## config.mk

```make
export PLATFORM = sky130hd
export DESIGN_NAME = dpp_top
export DESIGN_NICKNAME = d
export VERILOG_FILES = /design/src/dpp_pkg.sv /design/src/dpp_sync.sv /design/src/dpp_strap.sv /design/src/dpp_top.sv
export SDC_FILE = /design/constraint.sdc
export NUM_CORES = 1
export LEC_CHECK = 0
export ABC_CLOCK_PERIOD_IN_PS = 15700
export BUFFER_PORTS_ARGS = -buffer_cell sky130_fd_sc_hd__buf_4
export CAP_MARGIN = 20
export CORE_MARGIN = 1.5
export CORE_UTILIZATION = 25
export CTS_CLUSTER_DIAMETER = 200
export DETAILED_ROUTE_END_ITERATION = 16
export HOLD_SLACK_MARGIN = 0.06
export PLACE_DENSITY = 0.4
export SLEW_MARGIN = 30
export SYNTH_ARGS = -nofsm -noshare
export SYNTH_HDL_FRONTEND = slang
export SYNTH_SLANG_ARGS = --single-unit
```

## constraint.sdc

```tcl
create_clock -name sys_clk -period 15.7 [get_ports sys_clk]
set_clock_uncertainty 0.15 [all_clocks]
set_input_delay 0.785 -clock sys_clk [delete_from_list [all_inputs] [get_ports sys_clk]]
set_output_delay 0.785 -clock sys_clk [all_outputs]
set_load 0.1 [all_outputs]
```

## src/dpp_pkg.sv

```systemverilog
// Purpose: shared constants, types and helpers for the dual parallel port block
// Assumes: 8-bit host I/O bus, one reset, sys_clk at 100 MHz
// Notes: unit 0 may run handshake modes, unit 1 is mode 0 only
`default_nettype none

package dpp_pkg;

   localparam logic [7:0] ADDR_U0_A = 8'he4;
   localparam logic [7:0] ADDR_U0_B = 8'he5;
   localparam logic [7:0] ADDR_U0_C = 8'he6;
   localparam logic [7:0] ADDR_U0_CTL = 8'he7;
   localparam logic [7:0] ADDR_U1_A = 8'he8;
   localparam logic [7:0] ADDR_U1_B = 8'he9;
   localparam logic [7:0] ADDR_U1_C = 8'hea;
   localparam logic [7:0] ADDR_U1_CTL = 8'heb;

   localparam logic [1:0] SEL_A = 2'h0;
   localparam logic [1:0] SEL_B = 2'h1;
   localparam logic [1:0] SEL_C = 2'h2;
   localparam logic [1:0] SEL_CTL = 2'h3;

   // control word fields
   localparam int CW_FLAG = 7;
   localparam int CW_GA_HI = 6;
   localparam int CW_GA_LO = 5;
   localparam int CW_A_IN = 4;
   localparam int CW_CU_IN = 3;
   localparam int CW_GB_M1 = 2;
   localparam int CW_B_IN = 1;
   localparam int CW_CL_IN = 0;
   localparam int BSR_SEL_HI = 3;
   localparam int BSR_SEL_LO = 1;
   localparam int BSR_VAL = 0;
   localparam logic [7:0] CW_RESET = 8'h9b;
   localparam logic [7:0] LATCH_RESET = 8'h00;
   localparam logic [7:0] RD_NONE = 8'h00;
   localparam logic [1:0] STRAP_SETTLE = 2'h2;

   // port C handshake bit positions
   localparam int PC_INTR_B = 0;
   localparam int PC_IBF_B = 1;
   localparam int PC_STB_B = 2;
   localparam int PC_INTR_A = 3;
   localparam int PC_STB_A = 4;
   localparam int PC_IBF_A = 5;
   localparam int PC_ACK_A = 6;
   localparam int PC_OBF_A = 7;

   typedef enum logic [1:0] {DPP_MODE0, DPP_MODE1, DPP_MODE2} dpp_mode_e;
   typedef enum logic [1:0] {DPP_BUF_OUT, DPP_BUF_IN, DPP_BUF_PROG} dpp_bufdir_e;

   typedef struct packed {
      logic [7:0] c;
      logic [7:0] b;
      logic [7:0] a;
   } dpp_lines_s;

   typedef struct packed {
      dpp_mode_e ga_mode;
      logic a_in;
      logic cu_in;
      logic gb_m1;
      logic b_in;
      logic cl_in;
   } dpp_cfg_s;

   function automatic dpp_cfg_s dpp_decode_cw(input logic [7:0] cw, input logic hs_ok);
      dpp_cfg_s c;
      c.ga_mode = DPP_MODE0;
      if (hs_ok && cw[CW_GA_HI]) begin
         c.ga_mode = DPP_MODE2;
      end else if (hs_ok && cw[CW_GA_LO]) begin
         c.ga_mode = DPP_MODE1;
      end
      c.a_in = cw[CW_A_IN];
      c.cu_in = cw[CW_CU_IN];
      c.gb_m1 = hs_ok & cw[CW_GB_M1];
      c.b_in = cw[CW_B_IN];
      c.cl_in = cw[CW_CL_IN];
      return c;
   endfunction : dpp_decode_cw

   function automatic logic dpp_hit(input logic [7:0] addr);
      return (addr >= ADDR_U0_A) && (addr <= ADDR_U1_CTL);
   endfunction : dpp_hit

   function automatic logic dpp_unit(input logic [7:0] addr);
      return addr >= ADDR_U1_A;
   endfunction : dpp_unit

endpackage : dpp_pkg

`default_nettype wire

```

## src/dpp_sync.sv

```systemverilog
// Purpose: two-stage synchroniser for line and strap inputs
// Assumes: inputs are asynchronous to sys_clk
// Notes: only the second stage is visible outside
`default_nettype none

module dpp_sync #(
   parameter int W = 8
) (
   input wire logic sys_clk, // system clock
   input wire logic rst, // async reset, active high
   input wire logic [W-1:0] d, // raw pin levels
   output var logic [W-1:0] q // synchronised levels
);
   import dpp_pkg::*;

   logic [W-1:0] meta;

   always_ff @(posedge sys_clk or posedge rst) begin
      if (rst) begin
         meta <= '0;
         q <= '0;
      end else begin
         meta <= d;
         q <= meta;
      end
   end

endmodule : dpp_sync

`default_nettype wire

```

## src/dpp_strap.sv

```systemverilog
// Purpose: catches the port A buffer direction strap once after reset
// Assumes: strap input already synchronised, static while running
// Notes: 00 or absent jumper = output, 01 = input, 1x = programmable
`default_nettype none

module dpp_strap (
   input wire logic sys_clk, // system clock
   input wire logic rst, // async reset, active high
   input wire logic [1:0] strap, // synchronised strap level
   output dpp_pkg::dpp_bufdir_e dir // captured buffer direction
);
   import dpp_pkg::*;

   logic done;
   logic [1:0] settle;

   // the strap synchroniser is cleared by reset too, so wait until it has refilled
   always_ff @(posedge sys_clk or posedge rst) begin
      if (rst) begin
         settle <= 2'h0;
      end else if (settle != STRAP_SETTLE) begin
         settle <= settle + 2'h1;
      end
   end

   // caught once; until then the default transmit direction stands
   always_ff @(posedge sys_clk or posedge rst) begin
      if (rst) begin
         done <= 1'b0;
         dir <= DPP_BUF_OUT;
      end else if (!done && (settle == STRAP_SETTLE)) begin
         done <= 1'b1;
         if (strap[1]) begin
            dir <= DPP_BUF_PROG;
         end else if (strap[0]) begin
            dir <= DPP_BUF_IN;
         end else begin
            dir <= DPP_BUF_OUT;
         end
      end
   end

endmodule : dpp_strap

`default_nettype wire

```

## src/dpp_top.sv

```systemverilog
// Purpose: two programmable parallel interface units, 48 lines in six ports
// Assumes: host I/O strobes are one-cycle pulses synchronous to sys_clk
// Notes: unit 0 adds strobed and bidirectional handshakes, unit 1 is plain
`default_nettype none

module dpp_top (
   input wire logic sys_clk, // system clock, 100 MHz
   input wire logic rst, // async reset, active high
   input wire logic [7:0] io_addr, // host I/O port address
   input wire logic io_wr, // write strobe, one cycle
   input wire logic io_rd, // read strobe, one cycle
   input wire logic [7:0] io_wdata, // write data
   output var logic [7:0] io_rdata, // read data, valid with io_rd_ack
   output var logic io_rd_ack, // read answer pulse
   input wire dpp_pkg::dpp_lines_s u0_line_in, // first unit line levels
   output dpp_pkg::dpp_lines_s u0_line_out, // first unit line drive values
   output dpp_pkg::dpp_lines_s u0_line_oe, // first unit drive enables
   input wire dpp_pkg::dpp_lines_s u1_line_in, // second unit line levels
   output dpp_pkg::dpp_lines_s u1_line_out, // second unit line drive values
   output dpp_pkg::dpp_lines_s u1_line_oe, // second unit drive enables
   input wire logic [1:0] buf_strap, // port A buffer direction strap
   output var logic porta_buf_transmit // port A transceiver toward lines
);
   import dpp_pkg::*;

   logic [47:0] sync_q;
   logic [1:0] strap_q;
   dpp_bufdir_e buf_dir;
   dpp_lines_s pins [2];
   dpp_lines_s out_q [2];
   dpp_lines_s oe_q [2];
   logic [7:0] rd_val [2];
   logic [7:0] a_oe_prog;
   logic hit;
   logic unit;
   logic [1:0] sel;

   dpp_sync #(
      .W(48)
   ) u_line_sync (
      .sys_clk(sys_clk),
      .rst(rst),
      .d({u1_line_in, u0_line_in}),
      .q(sync_q)
   );

   dpp_sync #(
      .W(2)
   ) u_strap_sync (
      .sys_clk(sys_clk),
      .rst(rst),
      .d(buf_strap),
      .q(strap_q)
   );

   dpp_strap u_strap (
      .sys_clk(sys_clk),
      .rst(rst),
      .strap(strap_q),
      .dir(buf_dir)
   );

   assign pins[0] = sync_q[23:0];
   assign pins[1] = sync_q[47:24];

   // address decode shared by both units
   assign hit = dpp_hit(io_addr);
   assign unit = dpp_unit(io_addr);
   assign sel = io_addr[1:0];

   for (genvar u = 0; u < 2; u++) begin : g_unit
      // only the first unit is wired for handshake modes
      localparam logic HS_OK = (u == 0);

      dpp_cfg_s cfg;
      logic [7:0] lat_a;
      logic [7:0] lat_b;
      logic [7:0] lat_c;
      logic [7:0] hold_a;
      logic [7:0] hold_b;
      logic [7:0] pc_prev;
      logic ibf_a;
      logic obf_a_n;
      logic intr_a;
      logic inte_a_in;
      logic inte_a_out;
      logic ibf_b;
      logic obf_b_n;
      logic intr_b;
      logic inte_b;
      logic mine;
      logic wr_a;
      logic wr_b;
      logic wr_c;
      logic rd_a;
      logic rd_b;
      logic mode_set;
      logic bsr;
      logic [2:0] bsr_bit;
      logic a_m2;
      logic a_hs;
      logic a_hs_in;
      logic a_hs_out;
      logic b_hs_in;
      logic b_hs_out;
      logic stb_a_fall;
      logic stb_a_rise;
      logic ack_a_fall;
      logic ack_a_rise;
      logic stb_b_fall;
      logic stb_b_rise;
      dpp_lines_s next_out;
      dpp_lines_s next_oe;

      assign mine = hit && (unit == 1'(u));
      assign wr_a = io_wr && mine && (sel == SEL_A);
      assign wr_b = io_wr && mine && (sel == SEL_B);
      assign wr_c = io_wr && mine && (sel == SEL_C);
      assign rd_a = io_rd && mine && (sel == SEL_A);
      assign rd_b = io_rd && mine && (sel == SEL_B);
      // bit 7 splits mode definition from single-bit set/reset
      assign mode_set = io_wr && mine && (sel == SEL_CTL) && io_wdata[CW_FLAG];
      assign bsr = io_wr && mine && (sel == SEL_CTL) && !io_wdata[CW_FLAG];
      assign bsr_bit = io_wdata[BSR_SEL_HI:BSR_SEL_LO];

      assign a_m2 = (cfg.ga_mode == DPP_MODE2);
      assign a_hs = (cfg.ga_mode != DPP_MODE0);
      assign a_hs_in = a_hs && (a_m2 || cfg.a_in);
      assign a_hs_out = a_hs && (a_m2 || !cfg.a_in);
      assign b_hs_in = cfg.gb_m1 && cfg.b_in;
      assign b_hs_out = cfg.gb_m1 && !cfg.b_in;

      // strobe and acknowledge are active low on the line side
      assign stb_a_fall = pc_prev[PC_STB_A] && !pins[u].c[PC_STB_A];
      assign stb_a_rise = !pc_prev[PC_STB_A] && pins[u].c[PC_STB_A];
      assign ack_a_fall = pc_prev[PC_ACK_A] && !pins[u].c[PC_ACK_A];
      assign ack_a_rise = !pc_prev[PC_ACK_A] && pins[u].c[PC_ACK_A];
      assign stb_b_fall = pc_prev[PC_STB_B] && !pins[u].c[PC_STB_B];
      assign stb_b_rise = !pc_prev[PC_STB_B] && pins[u].c[PC_STB_B];

      // mode word; unit 1 decodes any mode request as mode 0
      always_ff @(posedge sys_clk or posedge rst) begin
         if (rst) begin
            cfg <= dpp_decode_cw(CW_RESET, HS_OK);
         end else if (mode_set) begin
            cfg <= dpp_decode_cw(io_wdata, HS_OK);
         end
      end

      // output latches
      always_ff @(posedge sys_clk or posedge rst) begin
         if (rst) begin
            lat_a <= LATCH_RESET;
            lat_b <= LATCH_RESET;
            lat_c <= LATCH_RESET;
         end else if (mode_set) begin
            lat_a <= LATCH_RESET;
            lat_b <= LATCH_RESET;
            lat_c <= LATCH_RESET;
         end else begin
            if (wr_a) begin
               lat_a <= io_wdata;
            end
            if (wr_b) begin
               lat_b <= io_wdata;
            end
            if (wr_c) begin
               lat_c <= io_wdata;
            end else if (bsr) begin
               lat_c[bsr_bit] <= io_wdata[BSR_VAL];
            end
         end
      end

      // strobed input latches
      always_ff @(posedge sys_clk or posedge rst) begin
         if (rst) begin
            hold_a <= LATCH_RESET;
            hold_b <= LATCH_RESET;
         end else if (mode_set) begin
            hold_a <= LATCH_RESET;
            hold_b <= LATCH_RESET;
         end else begin
            if (a_hs_in && stb_a_fall) begin
               hold_a <= pins[u].a;
            end
            if (b_hs_in && stb_b_fall) begin
               hold_b <= pins[u].b;
            end
         end
      end

      // group A handshake status; a new event wins over a host clear
      always_ff @(posedge sys_clk or posedge rst) begin
         if (rst) begin
            ibf_a <= 1'b0;
            obf_a_n <= 1'b1;
            intr_a <= 1'b0;
            inte_a_in <= 1'b0;
            inte_a_out <= 1'b0;
         end else if (mode_set) begin
            ibf_a <= 1'b0;
            obf_a_n <= 1'b1;
            intr_a <= 1'b0;
            inte_a_in <= 1'b0;
            inte_a_out <= 1'b0;
         end else begin
            if (a_hs_in && stb_a_fall) begin
               ibf_a <= 1'b1;
            end else if (rd_a) begin
               ibf_a <= 1'b0;
            end
            if (a_hs_out && wr_a) begin
               obf_a_n <= 1'b0;
            end else if (a_hs_out && ack_a_fall) begin
               obf_a_n <= 1'b1;
            end
            if ((a_hs_in && inte_a_in && stb_a_rise) ||
                (a_hs_out && inte_a_out && ack_a_rise)) begin
               intr_a <= 1'b1;
            end else if ((a_hs_in && rd_a) || (a_hs_out && wr_a)) begin
               intr_a <= 1'b0;
            end
            if (bsr && (bsr_bit == 3'(PC_STB_A))) begin
               inte_a_in <= io_wdata[BSR_VAL];
            end
            if (bsr && (bsr_bit == 3'(PC_ACK_A))) begin
               inte_a_out <= io_wdata[BSR_VAL];
            end
         end
      end

      // group B handshake status
      always_ff @(posedge sys_clk or posedge rst) begin
         if (rst) begin
            ibf_b <= 1'b0;
            obf_b_n <= 1'b1;
            intr_b <= 1'b0;
            inte_b <= 1'b0;
         end else if (mode_set) begin
            ibf_b <= 1'b0;
            obf_b_n <= 1'b1;
            intr_b <= 1'b0;
            inte_b <= 1'b0;
         end else begin
            if (b_hs_in && stb_b_fall) begin
               ibf_b <= 1'b1;
            end else if (rd_b) begin
               ibf_b <= 1'b0;
            end
            if (b_hs_out && wr_b) begin
               obf_b_n <= 1'b0;
            end else if (b_hs_out && stb_b_fall) begin
               obf_b_n <= 1'b1;
            end
            if (inte_b && cfg.gb_m1 && stb_b_rise) begin
               intr_b <= 1'b1;
            end else if ((b_hs_in && rd_b) || (b_hs_out && wr_b)) begin
               intr_b <= 1'b0;
            end
            if (bsr && (bsr_bit == 3'(PC_STB_B))) begin
               inte_b <= io_wdata[BSR_VAL];
            end
         end
      end

      always_ff @(posedge sys_clk or posedge rst) begin
         if (rst) begin
            pc_prev <= '1;
         end else begin
            pc_prev <= pins[u].c;
         end
      end

      // line drive: mode 0 halves first, handshake slots override them
      always_comb begin
         next_out.a = lat_a;
         next_out.b = lat_b;
         next_out.c = lat_c;
         next_oe.a = {8{!cfg.a_in}};
         next_oe.b = {8{!cfg.b_in}};
         next_oe.c = {{4{!cfg.cu_in}}, {4{!cfg.cl_in}}};
         if (a_m2) begin
            next_oe.a = {8{!pins[u].c[PC_ACK_A]}};
         end
         if (a_hs) begin
            next_out.c[PC_INTR_A] = intr_a;
            next_oe.c[PC_INTR_A] = 1'b1;
         end
         if (a_hs_in) begin
            next_oe.c[PC_STB_A] = 1'b0;
            next_out.c[PC_IBF_A] = ibf_a;
            next_oe.c[PC_IBF_A] = 1'b1;
         end
         if (a_hs_out) begin
            next_oe.c[PC_ACK_A] = 1'b0;
            next_out.c[PC_OBF_A] = obf_a_n;
            next_oe.c[PC_OBF_A] = 1'b1;
         end
         if (cfg.gb_m1) begin
            next_oe.c[PC_STB_B] = 1'b0;
            next_out.c[PC_IBF_B] = b_hs_in ? ibf_b : obf_b_n;
            next_oe.c[PC_IBF_B] = 1'b1;
            next_out.c[PC_INTR_B] = intr_b;
            next_oe.c[PC_INTR_B] = 1'b1;
         end
         // the port A buffer strap can veto or force the drive
         if (u == 0) begin
            case (buf_dir)
               DPP_BUF_OUT: next_oe.a = 8'hff;
               DPP_BUF_IN: next_oe.a = 8'h00;
               DPP_BUF_PROG: next_oe.a = next_oe.a;
               default: next_oe.a = 8'h00;
            endcase
         end
      end

      always_ff @(posedge sys_clk or posedge rst) begin
         if (rst) begin
            out_q[u] <= '0;
            oe_q[u] <= '0;
         end else begin
            out_q[u] <= next_out;
            oe_q[u] <= next_oe;
         end
      end

      // read view: strobed ports return the held byte, inputs the pins
      always_comb begin
         case (sel)
            SEL_A: rd_val[u] = a_hs_in ? hold_a : (cfg.a_in ? pins[u].a : lat_a);
            SEL_B: rd_val[u] = b_hs_in ? hold_b : (cfg.b_in ? pins[u].b : lat_b);
            SEL_C: rd_val[u] = (next_oe.c & next_out.c) | (~next_oe.c & pins[u].c);
            default: rd_val[u] = RD_NONE;
         endcase
      end

      if (u == 0) begin : g_prog
         assign a_oe_prog = {8{!cfg.a_in || a_m2}};
      end
   end

   // host read answer one cycle after the strobe; control ports read zero
   always_ff @(posedge sys_clk or posedge rst) begin
      if (rst) begin
         io_rdata <= RD_NONE;
         io_rd_ack <= 1'b0;
      end else begin
         io_rd_ack <= io_rd;
         if (io_rd && hit) begin
            io_rdata <= rd_val[unit];
         end else if (io_rd) begin
            io_rdata <= RD_NONE;
         end
      end
   end

   // transceiver direction follows the strap, or the programmed mode
   always_ff @(posedge sys_clk or posedge rst) begin
      if (rst) begin
         porta_buf_transmit <= 1'b1;
      end else begin
         case (buf_dir)
            DPP_BUF_OUT: porta_buf_transmit <= 1'b1;
            DPP_BUF_IN: porta_buf_transmit <= 1'b0;
            DPP_BUF_PROG: porta_buf_transmit <= |a_oe_prog;
            default: porta_buf_transmit <= 1'b1;
         endcase
      end
   end

   assign u0_line_out = out_q[0];
   assign u0_line_oe = oe_q[0];
   assign u1_line_out = out_q[1];
   assign u1_line_oe = oe_q[1];

   // falls out of the decode: 92H gives A,B in and both C halves out

endmodule : dpp_top

`default_nettype wire

```

---- After elaboration in Yosys (flattened, before gate mapping) ----
Index checks and enable logic that the tools add are counted.
storage, ports and cells
  output and inout port bits .............. 106
  register bits after elaboration ......... 278
  logic and storage cells ................. 245
  input bits .............................. 70
cells by class
  bitwise operators ....................... 10
  reductions and logical operators ........ 92
  equality and inequality tests ........... 11
  order comparisons ....................... 6
  multiplexer cells ....................... 75
  $add $sub $neg .......................... 1
operators with widths
  operator                                                           number
  two-way mux 8 bit                                                  30
  logical AND 1 bit                                                  50
  one-hot mux 8 bit (3 select lines)                                 2
  bitwise AND 8 bit                                                  4
  two-way mux 1 bit                                                  32
  nonzero test 3 bit                                                 8
  nonzero test 2 bit                                                 11
  bitwise mux 8 bit                                                  2
  greater-or-equal comparator 8 bit, second input constant           2
  zero test 1 bit                                                    16
  inverter 8 bit                                                     2
  bitwise OR 8 bit                                                   2
  one-hot mux 8 bit (2 select lines)                                 1
  == test 2 bit, second input constant                               5
  two-way mux 2 bit                                                  5
  <= comparator 8 bit, second input constant                         1
  == test 3 bit, second input constant                               2
  logical OR 1 bit                                                   5
  == test 2 x 1 -> 1 bit, second input constant                      2
  zero test 2 bit                                                    2
  less-than comparator 3 x 4 -> 1 bit, second input constant         1
  demux 1 bit (select 3 bit)                                         1
  == test 3 x 2 -> 1 bit, second input constant                      1
  greater-or-equal comparator 3 x 1 -> 1 bit, second input constant  1
  other kinds (7)                                                    7

---- Depth between registers and ports, before layout ----
Gate-level depths: netlist of the first run.
  depth in word-level cells ............... 12
  gate-level depth with buffers ........... 7
  gate-level depth less buffers ........... 4

---- By module ----
Synthesis of the first run repeated with hierarchy kept, for this count alone.
second synthesis, totals
  cells, all modules ...................... 871
  area, all modules ....................... 10,299.9 um2
modules (own cells, without submodules)
  module                   area each (um2)  instances  seq. area each (um2)  cells an instance
  dpp_top                  7,566.0          1          3,971.3               753
  dpp_sync (u_line_sync)   2,406.1          1          2,402.3               97
  dpp_strap                224.0            1          125.1                 16
  dpp_sync (u_strap_sync)  103.8            1          100.1                 5

---- Worst setup path after synthesis of the first run ----
Ideal clock, no wire load.
  path type ............................... reg2out
  start point ............................. register u0_line_oe[8] (netlist name)
  end point ............................... output u0_line_oe[10] (netlist bit)
  data required time ...................... 14.765 ns
  buffers on the path ..................... 1
  cell stages (with the launch flop) ...... 2
  data arrival time ....................... 1.424 ns
  slack ................................... 13.341 ns
  path through ............................ dfrtp_1 buf_4
RTL lines
  element    line           RTL
  to (decl)  dpp_top.sv:17  output dpp_pkg::dpp_lines_s u0_line_oe,
No word-level cell between the ends.

---- Worst setup path in the final report of the first run ----
  start point ............................. register g_unit[0].cfg[2] (netlist bit)
  end point ............................... register g_unit[0].hold_b[2]
between the ends
  cells in the longest elaborated chain, start to end .. 3
RTL lines
  element                              line            RTL
  from (decl)                          dpp_top.sv:75   dpp_cfg_s cfg;
  from (signal assigned)               dpp_top.sv:144  cfg <= dpp_decode_cw(CW_RESET, HS_OK);
  from (signal assigned)               dpp_top.sv:146  cfg <= dpp_decode_cw(io_wdata, HS_OK);
  logical AND 1 bit                    dpp_top.sv:130  assign b_hs_in = cfg.gb_m1 && cfg.b_in;
  logical AND 1 bit                    dpp_top.sv:187  if (b_hs_in && stb_b_fall) begin
  nonzero test 2 bit (no source line)  n/a
  to (signal assigned)                 dpp_top.sv:188  hold_b <= pins[u].b;
  to (decl)                            dpp_top.sv:80   logic [7:0] hold_b;
Every way passes these cells.
A chain may end at the register's enable or synchronous reset.

==> impl_metrics.py, run 1 <==
metrics = {
    "drt": {
        "drt_first_pass_iters": 5,
        "ant_nets": 0,
        "detailroute.via_count": 6956,
        "drt-total-wl_mm": 31.43,
        "detail_route.vias_per_cell": 4.532,
        "post-route-drc-count": 0,
        "drt-wirelength-per-cell_um": 20.47,
        "initialDrtViolationCount": 333,
    },
    "critical_path": {
        "criticalPathCategory": "flip-flop to flip-flop",
        "critPathLaunchType": "flip-flop",
        "slowest_cell_delay_on_critical_path_ns": 0.86,
        "critPathTopFamily": "simple AND/OR/NAND/NOR gates",
        "worst-endpoint-required_ns": 16.04,
        "worstPathBufferInverterCount": 1,
        "worst_path_slowest_cell": "dfrtp_1",
        "crit_path_end_kind": "flip-flop",
        "cp_cell_sequence": "inv_1 -> nor4b_2 -> nand2_1 -> a21oi_1",
        "crit_fanout": 22,
        "critical_path_arrival_ns": 2.87,
    },
    "clock_tree": {
        "tritoncts.num_buffers": 30,
        "clk-insertion-delay-late_ns": 0.58,
        "htreeDepth": 1,
        "cts_hold_buf": 0,
        "clock_path_buffers": 3,
        "cts-resized-gates": 0,
        "cts.reportedPaths.clkPinSlew_ns": 0.06,
        "tritoncts": "built",
        "postCtsSetupRepairBufs": 0,
        "clock_sinks": 263,
        "ctsRootBufferMaster": "clkbuf_16",
    },
    "power": {
        "p_per_area_nw_per_um2": 127.1,
        "power_frac_clock_pct": 42.7,
        "switchingPower_w": 0.0004661,
        "power_switching_share_pct": 28.49,
        "power.share.sequential_pct": 45.1,
        "power_leakage_nw": 5.892,
        "ir_drop_mv": 0.07809,
        "power.combinational.fraction_pct": 12.1,
        "total_power_w": 0.001636,
        "cell_internal_power_w": 0.001170,
    },
    "timing": {
        "finalMaxSlewViolations": 0,
        "setup_tns_ns": 0,
        "worst_slew_pin_slew_ns": 0.8712,
        "timing.max_slew.rel_slack_pct": 41.73,
        "period_minus_slack_ns": 2.527,
        "finalHoldViolations": 0,
        "fin_crit_sh_pct": 16.09,
        "finalSetupViolations": 0,
        "max_freq_mhz": 395.8,
        "rsz_0062_raised_after_global_routing": "no",
    },
    "die": {
        "chipWidth_um": 205.8,
        "top_level_ports": 176,
        "chipHeight_um": 205.8,
        "num_rows": 74,
        "die_area_um2": 42370,
        "floorplan.core_area_um2": 40740,
        "starting_density_pct": 25.25,
    },
    "synth": {
        "synth_flop_cell": "dfrtp_1",
        "synth_seq_area_share_pct": 64.15,
        "post_synth_main_area_contributors": "dfrtp_1 61%, mux2i_1 6.5%, dfstp_2 3.6%",
        "top_cells_by_count_synth": "249 x dfrtp_1, 67 x mux2i_1, 67 x nand2_1",
        "synthMostInstantiatedCell": "dfrtp_1",
        "synth-edff-count": 0,
        "synth.largest_area_cell": "dfrtp_1",
        "synthesis.instances": 846,
        "synth_fp_nets": 917,
        "post_synth_instance_area_um2": 10290,
        "cell_variety_after_synth": 65,
        "ys_seq_elements": 263,
        "ys_warn_count": 0,
        "yosysTopAreaCellShare_pct": 60.58,
        "syn_area_per_cell_um2": 12.16,
        "synthArstFlopShare_pct": 100.0,
    },
    "run_status": {
        "status": "finished, final reports clean",
    },
    "layout": {
        "fillCellCount": 4184,
        "design_area_final_um2": 12870,
        "share_of_final_layout_standard_cells_stronger_than_drive_strength_1_pct": 28.02,
        "num-nets-final": 1050,
        "layout-area-overhead-vs-synth_pct": 25.12,
        "antenna-diode-count": 0,
        "final_cell_count_no_fill": 1535,
        "final_core_util_pct": 31.59,
    },
    "placed_design": {
        "dp_hpwl_mm": 21.80,
        "place_congestion": 0.7794,
        "number_of_buffers_inserted_by_port_buffering": 175,
        "dp.cells": 1479,
        "placed_area_um2": 11880,
    },
    "global_routing": {
        "grt_antenna_before_repair": 0,
        "grt_busiest_layer": "met2",
        "met3_usage_pct": 2.487,
        "globalRouteOverflowTotal": 0,
        "grt.met1_usage_pct": 20.28,
        "grt_first_pass_wirelength_mm": 46.39,
        "via_count_of_the_first_global_routing_pass": 7051,
        "largest_net_degree_at_the_start_of_global_routing": 76,
        "grt_use_met2_pct": 24.12,
        "grt.total_usage_pct": 14.82,
    },
    "hold_path": {
        "hp-class": "input pin to async pin",
    },
    "flow_run": {
        "max_cap_viol_count": 0,
    },
}
==> cell type report <==
cell class	count	area [um2]	share of cell area [%]
Inverter	16	67.56	0.5250
Tap cell	532	665.6	5.172
Clock inverter	19	193.9	1.507
Clock buffer	37	787.0	6.115
Sequential cell	263	6599	51.27
Multi-Input combinational cell	484	3172	24.65
Timing Repair Buffer	184	1385	10.76
==> power groups by stage <==
stage          registers (W)  clock network, W   logic, W
2_1_floorplan       0.000798                 0  0.0000909
3_3_place_gp        0.000751                 0   0.000200
3_5_place_dp        0.000751                 0   0.000201
4_1_cts             0.000739          0.000723   0.000201
5_1_grt             0.000743          0.000749   0.000210
6_report            0.000739          0.000699   0.000198
==> registers in the layout (all words and copies together), names as in the netlist, 11 cells and up <==
| signal | cells |
|---|---|
| u_line_sync.q | 48 |
| g_unit.lat_a | 16 |
| g_unit.lat_b | 16 |
| u0_line_out | 24 |
| u1_line_out | 24 |
| g_unit.cfg | 11 |
| u_line_sync.meta | 48 |
| g_unit.lat_c | 16 |
==> metal layers <==
metal,vias to the layer above,share of wire (%)
met5,-,0
met2,163,48
met4,0,2.0
met3,43,4.4
met1,3540,45
li1,3210,-
==> cells in the final DEF, fill, tap and decap left out, types with 12 or more instances in the layout <==
cell type  synthesis  routed
nand2_1           67      67
inv_1             16      15
nor3_1            19      19
a31oi_1           12      12
dfrtp_1          249     249
a21oi_1           31      31
nand3_1           17      17
clkbuf_16          0      30
dfstp_2           14      14
nor2b_1           18      18
o21ai_0           57      57
buf_4             35     183
mux2i_1           67      67
nor2_1            54      54
mux2_2            16      16
==> per-stage QoR <==
step	setup WS, ns	hold slack, ns
2_1_floorplan	7.548	0.1812
3_3_place_gp	12.52	0.1847
3_5_place_dp	12.51	0.1847
4_1_cts	13.12	0.1224
5_1_grt	12.93	0.1305
6_report	13.17	0.1166
==> logic make-up after synthesis <==
| kind of cell | count (synthesis) | share of synthesized area (%) |
|---|---|---|
| xor gates and xnor gates | 2 | 0.1703 |
| DFF | 263 | 64.15 |
| AOI/OAI and AO/OA | 166 | 10.32 |
| adders and majority gates | 1 | 0.1216 |
| buffers and inverters | 99 | 5.157 |
| muxes | 83 | 8.271 |
| and+or+nand+nor | 232 | 11.81 |
==> worst paths after layout <==
| path | from | end | slack [ns] | cells past startpoint |
|---|---|---|---|---|
| worst max-delay path | g_unit[0].cfg[2] | g_unit[0].hold_b[2] | 13.17 | 4 |
| worst min-delay path | rst | u0_line_oe[8] | 0.12 | 2 |
| worst max register to register | g_unit[0].cfg[2] | g_unit[0].hold_b[2] | 13.17 | 4 |
| worst min register to register | u_line_sync.meta[26] | u_line_sync.q[26] | 0.18 | 0 |
| max in group asynchronous | rst | u_line_sync.meta[29] | 13.54 | 4 |
| min in group sys_clk | u0_line_in[17] | u_line_sync.meta[17] | 0.16 | 1 |
Power figures use the tool's default switching activity.
==> run 2, diff against run 1 <==
Settings changed: ABC_CLOCK_PERIOD_IN_PS 15700 to 2400.
Clock period 15.7 ns to 2.4 ns, I/O delays scaled along.
==> impl_metrics.py, run 2 (synthesis results as in run 1) <==
metrics = {
    "run_status": {
        "status": "finished, final reports clean",
    },
    "die": {
        "top_level_ports": 176,
        "chipHeight_um": 205.8,
        "starting_density_pct": 25.25,
        "num_rows": 74,
        "chipWidth_um": 205.8,
        "die_area_um2": 42370,
        "floorplan.core_area_um2": 40740,
    },
    "critical_path": {
        "crit_fanout": 32,
        "critPathTopFamily": "buffers and inverters",
        "slowest_cell_delay_on_critical_path_ns": 0.56,
        "critPathLaunchType": "input pin",
        "reg_to_reg_slack_setup_ns": 0.35,
        "cp_cell_sequence": "dlygate4sd3_1 -> buf_4 -> and4b_2 -> nand2_1 -> nor3_4 -> buf_12 -> a21oi_1 -> dlygate4sd3_1",
        "worstPathBufferInverterCount": 4,
        "r2r_cells": 5,
        "crit_path_end_kind": "flip-flop",
        "worst_path_slowest_cell": "dlygate4sd3_1",
        "criticalPathCategory": "input pin to flip-flop",
        "r2r_end": "io_rdata[5]",
        "critical_path_arrival_ns": 2.67,
        "timing.critical_path.mode_cell": "dlygate4sd3_1",
        "critical_path.reg2reg.startpoint": "g_unit[0].cfg[5]",
        "worst-endpoint-required_ns": 2.69,
    },
    "global_routing": {
        "grt.total_usage_pct": 15.58,
        "met3_usage_pct": 2.043,
        "grt_antenna_before_repair": 0,
        "grt_use_met2_pct": 25.60,
        "grt.met1_usage_pct": 21.54,
        "grt_busiest_layer": "met2",
        "globalRouteOverflowTotal": 0,
        "largest_net_degree_at_the_start_of_global_routing": 77,
        "via_count_of_the_first_global_routing_pass": 7731,
        "grt_first_pass_wirelength_mm": 49.19,
    },
    "drt": {
        "post-route-drc-count": 0,
        "detail_route.vias_per_cell": 4.455,
        "detailroute.via_count": 7533,
        "drt-total-wl_mm": 32.60,
        "ant_nets": 0,
        "drt-wirelength-per-cell_um": 19.28,
        "initialDrtViolationCount": 396,
        "drt_first_pass_iters": 4,
    },
    "layout": {
        "reg_top3": "u_line_sync.meta: 48 flops, u_line_sync.q: 48 flops",
        "layout-area-overhead-vs-synth_pct": 41.49,
        "num-nets-final": 1205,
        "layout_common_cells": "249 x dfrtp_1, 207 x buf_4, 126 x dlygate4sd3_1",
        "multi_input_logic_area_um2": 3172,
        "share_of_final_layout_standard_cells_stronger_than_drive_strength_1_pct": 27.01,
        "final_core_util_pct": 35.72,
        "fillCellCount": 4136,
        "antenna-diode-count": 0,
        "seq_area_um2": 6599,
        "final_common_cell": "dfrtp_1",
    },
    "timing": {
        "max_freq_mhz": 420.2,
        "worst_slew_pin_slew_ns": 0.7365,
        "period_minus_slack_ns": 2.380,
        "finalSetupViolations": 0,
        "finalHoldViolations": 0,
        "setup_tns_ns": 0,
        "finalMaxSlewViolations": 0,
        "fin_crit_sh_pct": 99.16,
        "timing.max_slew.rel_slack_pct": 50.79,
    },
    "clock_tree": {
        "tritoncts.num_buffers": 31,
        "clock_sinks": 263,
        "clock_path_buffers": 3,
        "ctsRootBufferMaster": "clkbuf_16",
        "tritoncts": "built",
        "cts.reportedPaths.clkPinSlew_ns": 0.06,
        "clk-insertion-delay-late_ns": 0.58,
        "htreeDepth": 1,
    },
    "placed_design": {
        "number_of_buffers_inserted_by_port_buffering": 175,
        "place_congestion": 0.8052,
        "dp_hpwl_mm": 22.68,
    },
    "power": {
        "power_switching_share_pct": 27.06,
        "power_leakage_nw": 6.636,
        "switchingPower_w": 0.003114,
        "p_per_area_nw_per_um2": 790.6,
        "power.combinational.fraction_pct": 12.9,
        "power_frac_clock_pct": 45.1,
        "cell_internal_power_w": 0.008393,
        "ir_drop_mv": 0.5097,
        "total_power_w": 0.01151,
        "power.share.sequential_pct": 42.0,
    },
    "hold_path": {
        "timing.hold.worst_path_depth": 2,
        "worst_hold_startpoint": "u0_line_in[17]",
        "hp-class": "input pin to flip-flop",
        "timing.hold.worst_endpoint": "u_line_sync.meta[17]",
    },
    "flow_run": {
        "max_cap_viol_count": 0,
    },
}
-- run 2: timing repair --
item	CTS	global route
hold buffers	126	0
setup endpoints to repair	0	3
gates resized for setup	0	2
buffers inserted	0	1
endpoints found under the hold margin	374	0
-- run 2: power by group through the flow --
| stage | combinational, W | sequential (W) | clock, W |
|---|---|---|---|
| global placement | 0.00134 | 0.00492 | 0 |
| global route | 0.00157 | 0.00486 | 0.00555 |
| CTS | 0.00150 | 0.00484 | 0.00535 |
| floorplan | 0.000596 | 0.00522 | 0 |
| finish | 0.00148 | 0.00483 | 0.00519 |
| detailed placement | 0.00134 | 0.00492 | 0 |
-- run 2: through the flow --
step	setup slack (ns)	cells	area, um2	hold WS (ns)
after floorplan	-1.328	846	10290	0.001430
after global placement	0.3977	1506	12140	0.06095
after detailed placement	0.3317	1506	12140	0.05974
after CTS	0.03578	1690	14540	0.06231
after global routing	-0.0008378	1691	14550	0.09217
final	0.02012	1691	14550	0.08648
-- run 2: routing by layer --
layer	part of all wire (%)	up-vias
li1	-	3522
met1	46	3790
met2	48	176
met3	4.1	45
met4	2.1	0
met5	0	-
-- run 2: layout make-up --
cell class	instances	share of cell area [%]
Sequential cell	263	45.34
Clock inverter	19	2.012
Multi-Input combinational cell	484	21.79
Inverter	16	0.4384
Tap cell	532	4.574
Timing Repair Buffer	338	20.03
Clock buffer	39	5.812
-- run 2: worst max path at each step --
stage | from | slack [ns] | endpoint | cells past startpoint
floorplan | rst | -1.33 | g_unit[0].cfg[2] | 1
global route | io_addr[4] | -0.0008 | g_unit[0].lat_a[6] | 8
global placement | g_unit[0].cfg[5] | 0.40 | io_rdata[7] | 5
CTS | io_addr[4] | 0.04 | g_unit[0].lat_a[6] | 8
detailed placement | g_unit[0].cfg[5] | 0.33 | io_rdata[2] | 5
finish | io_addr[4] | 0.02 | g_unit[0].lat_a[6] | 8
-- run 2: worst register-to-register path: stages (launching register included) --
cell and delay [ns]:
dfrtp_1 0.52, buf_4 0.26, nand2b_1 0.41, o21ai_0 0.14, o311a_1 0.34, a22oi_1 0.15
==> run 3, diff against run 2 <==
--- a/config.mk
+++ b/config.mk
@@ -9,5 +9,4 @@
 export BUFFER_PORTS_ARGS = -buffer_cell sky130_fd_sc_hd__buf_4
 export CAP_MARGIN = 20
-export CORE_MARGIN = 1.5
 export CORE_UTILIZATION = 25
 export CTS_CLUSTER_DIAMETER = 200
==> constraint.sdc (replaced) <==
create_clock -name sys_clk -period 2.4 [get_ports sys_clk]
set_clock_uncertainty 0.15 [all_clocks]
set_input_delay 0 -clock sys_clk [delete_from_list [all_inputs] [get_ports sys_clk]]
set_output_delay 0 -clock sys_clk [all_outputs]
set_load 0.1 [all_outputs]
==> impl_metrics.py, run 3 (synthesis results as in run 1) <==
metrics = {
    "clock_tree": {
        "clk-insertion-delay-late_ns": 0.56,
        "cts.reportedPaths.clkPinSlew_ns": 0.06,
        "tritoncts": "built",
        "ctsRootBufferMaster": "clkbuf_16",
        "clock_sinks": 263,
        "clock_path_buffers": 3,
        "tritoncts.num_buffers": 31,
        "htreeDepth": 1,
    },
    "power": {
        "power_leakage_nw": 6.636,
        "power.combinational.fraction_pct": 13.2,
        "power.share.sequential_pct": 43.0,
        "ir_drop_mv": 0.4574,
        "cell_internal_power_w": 0.008133,
        "power_frac_clock_pct": 43.8,
        "power_switching_share_pct": 27.65,
        "p_per_area_nw_per_um2": 773.9,
        "switchingPower_w": 0.003107,
    },
    "die": {
        "chipHeight_um": 204.8,
        "floorplan.core_area_um2": 40190,
        "chipWidth_um": 204.8,
        "num_rows": 73,
        "top_level_ports": 176,
        "starting_density_pct": 25.59,
        "die_area_um2": 41960,
    },
    "hold_path": {
        "hp-class": "input pin to flip-flop",
    },
    "critical_path": {
        "crit_fanout": 8,
        "criticalPathCategory": "input pin to flip-flop",
        "worst-endpoint-required_ns": 2.73,
        "crit_path_end_kind": "flip-flop",
        "cp_cell_sequence": "dlygate4sd3_1 -> buf_4 -> inv_1 -> nor4_2 -> dlygate4sd3_1 -> a22oi_1 -> dlygate4sd3_1 -> o21ai_0",
        "timing.critical_path.mode_cell": "dlygate4sd3_1",
        "worst_path_slowest_cell": "dlygate4sd3_1",
        "slowest_cell_delay_on_critical_path_ns": 0.63,
        "critical_path_arrival_ns": 2.72,
        "critPathLaunchType": "input pin",
    },
    "drt": {
        "drt-total-wl_mm": 32.93,
        "post-route-drc-count": 0,
        "detail_route.vias_per_cell": 4.513,
        "drt-wirelength-per-cell_um": 19.54,
        "drt_first_pass_iters": 5,
        "initialDrtViolationCount": 379,
        "ant_nets": 0,
        "detailroute.via_count": 7605,
    },
    "layout": {
        "antenna-diode-count": 0,
        "final_cell_count_no_fill": 1685,
        "layout-area-overhead-vs-synth_pct": 41.20,
        "share_of_final_layout_standard_cells_stronger_than_drive_strength_1_pct": 26.47,
        "num-nets-final": 1207,
        "design_area_final_um2": 14520,
        "final_common_cell": "dfrtp_1",
        "layout_common_cells": "249 x dfrtp_1, 200 x buf_4, 136 x dlygate4sd3_1",
        "final_core_util_pct": 36.14,
        "reg_top3": "u_line_sync.meta: 48 flops, u_line_sync.q: 48 flops",
    },
    "global_routing": {
        "largest_net_degree_at_the_start_of_global_routing": 126,
        "grt.total_usage_pct": 15.87,
        "grt_antenna_before_repair": 0,
        "via_count_of_the_first_global_routing_pass": 7700,
        "grt_first_pass_wirelength_mm": 49.67,
        "globalRouteOverflowTotal": 0,
    },
    "timing": {
        "finalHoldViolations": 0,
        "worst_slew_pin_slew_ns": 0.7467,
        "fin_worst_hold_slack_ns": 0.09732,
        "setup_tns_ns": 0,
        "finalMaxSlewViolations": 0,
        "max_freq_mhz": 418.6,
        "finalSetupViolations": 0,
        "fin_crit_sh_pct": 99.54,
        "period_minus_slack_ns": 2.389,
        "timing.max_slew.rel_slack_pct": 50.22,
        "rsz_0062_raised_after_global_routing": "yes",
    },
    "placed_design": {
        "placed_area_um2": 12060,
        "number_of_buffers_inserted_by_port_buffering": 175,
        "dp_hpwl_mm": 22.67,
        "place_congestion": 0.8105,
        "dp.cells": 1492,
    },
    "flow_run": {
        "max_cap_viol_count": 0,
    },
    "run_status": {
        "status": "finished, final reports clean",
    },
}
-- run 3: path summary, 6_finish.rpt --
check,from,to,slack (ns),cells after the start
max reg2reg,g_unit[0].cfg[5],io_rdata[3],0.38,5
min,io_addr[4],g_unit[1].lat_c[4],0.1,5
min in group asynchronous,rst,u1_line_out[12],0.37,4
min reg2reg,u_line_sync.meta[6],u_line_sync.q[6],0.19,0
max in group asynchronous,rst,u_strap.settle[0],0.80,5
max,io_wr,g_unit[0].inte_a_out,0.01,8
-- run 3: final cells by class --
| cell class | instances | area (um2) |
|---|---|---|
| clock buffers | 38 | 862.1 |
| clock inverters | 19 | 227.7 |
| fillers | 4028 | 25660 |
| inverters | 16 | 63.81 |
| multi-input cells | 484 | 3172 |
| flip-flops and latches | 263 | 6599 |
| well taps | 525 | 656.9 |
| repair buffers | 340 | 2943 |
-- run 3: repair_timing --
item / 4_1_cts / 5_1_grt
buffers inserted: 0 / 0
endpoints found under the hold margin: 388 / 0
setup endpoints to repair: 0 / 3
gates resized for setup: 0 / 2
hold buffers: 136 / 0
-- run 3: power by group through the flow --
stage | Sequential [W] | Combinational [W] | Clock [W]
6_report | 0.00484 | 0.00148 | 0.00492
5_1_grt | 0.00486 | 0.00158 | 0.00529
4_1_cts | 0.00484 | 0.00150 | 0.00509
3_5_place_dp | 0.00492 | 0.00133 | 0
3_3_place_gp | 0.00492 | 0.00133 | 0
2_1_floorplan | 0.00522 | 0.000596 | 0
-- run 3: critical path: cells and delay by family --
| kind | cells | cell delay [ns] |
|---|---|---|
| simple gates | 1 | 0.34 |
| compound gates | 2 | 0.22 |
| buf+inv | 5 | 2.15 |
-- run 3: stage by stage --
stage	power, W	worst slack (ns)
6_report	0.01124	0.01107
5_1_grt	0.01173	-0.04223
4_1_cts	0.01143	0.02851
3_5_place_dp	0.006250	0.4118
3_3_place_gp	0.006252	0.4570
2_1_floorplan	0.005815	-1.208
-- run 3: metal layers --
metal  vias to the layer above  track usage [%]  part of all wire (%)
li1                       3527                -                     -
met1                      3833            22.98                    47
met2                       202            24.48                    46
met3                        43            2.132                   4.4
met4                         0            4.691                   2.1
met5                         -                0                     0
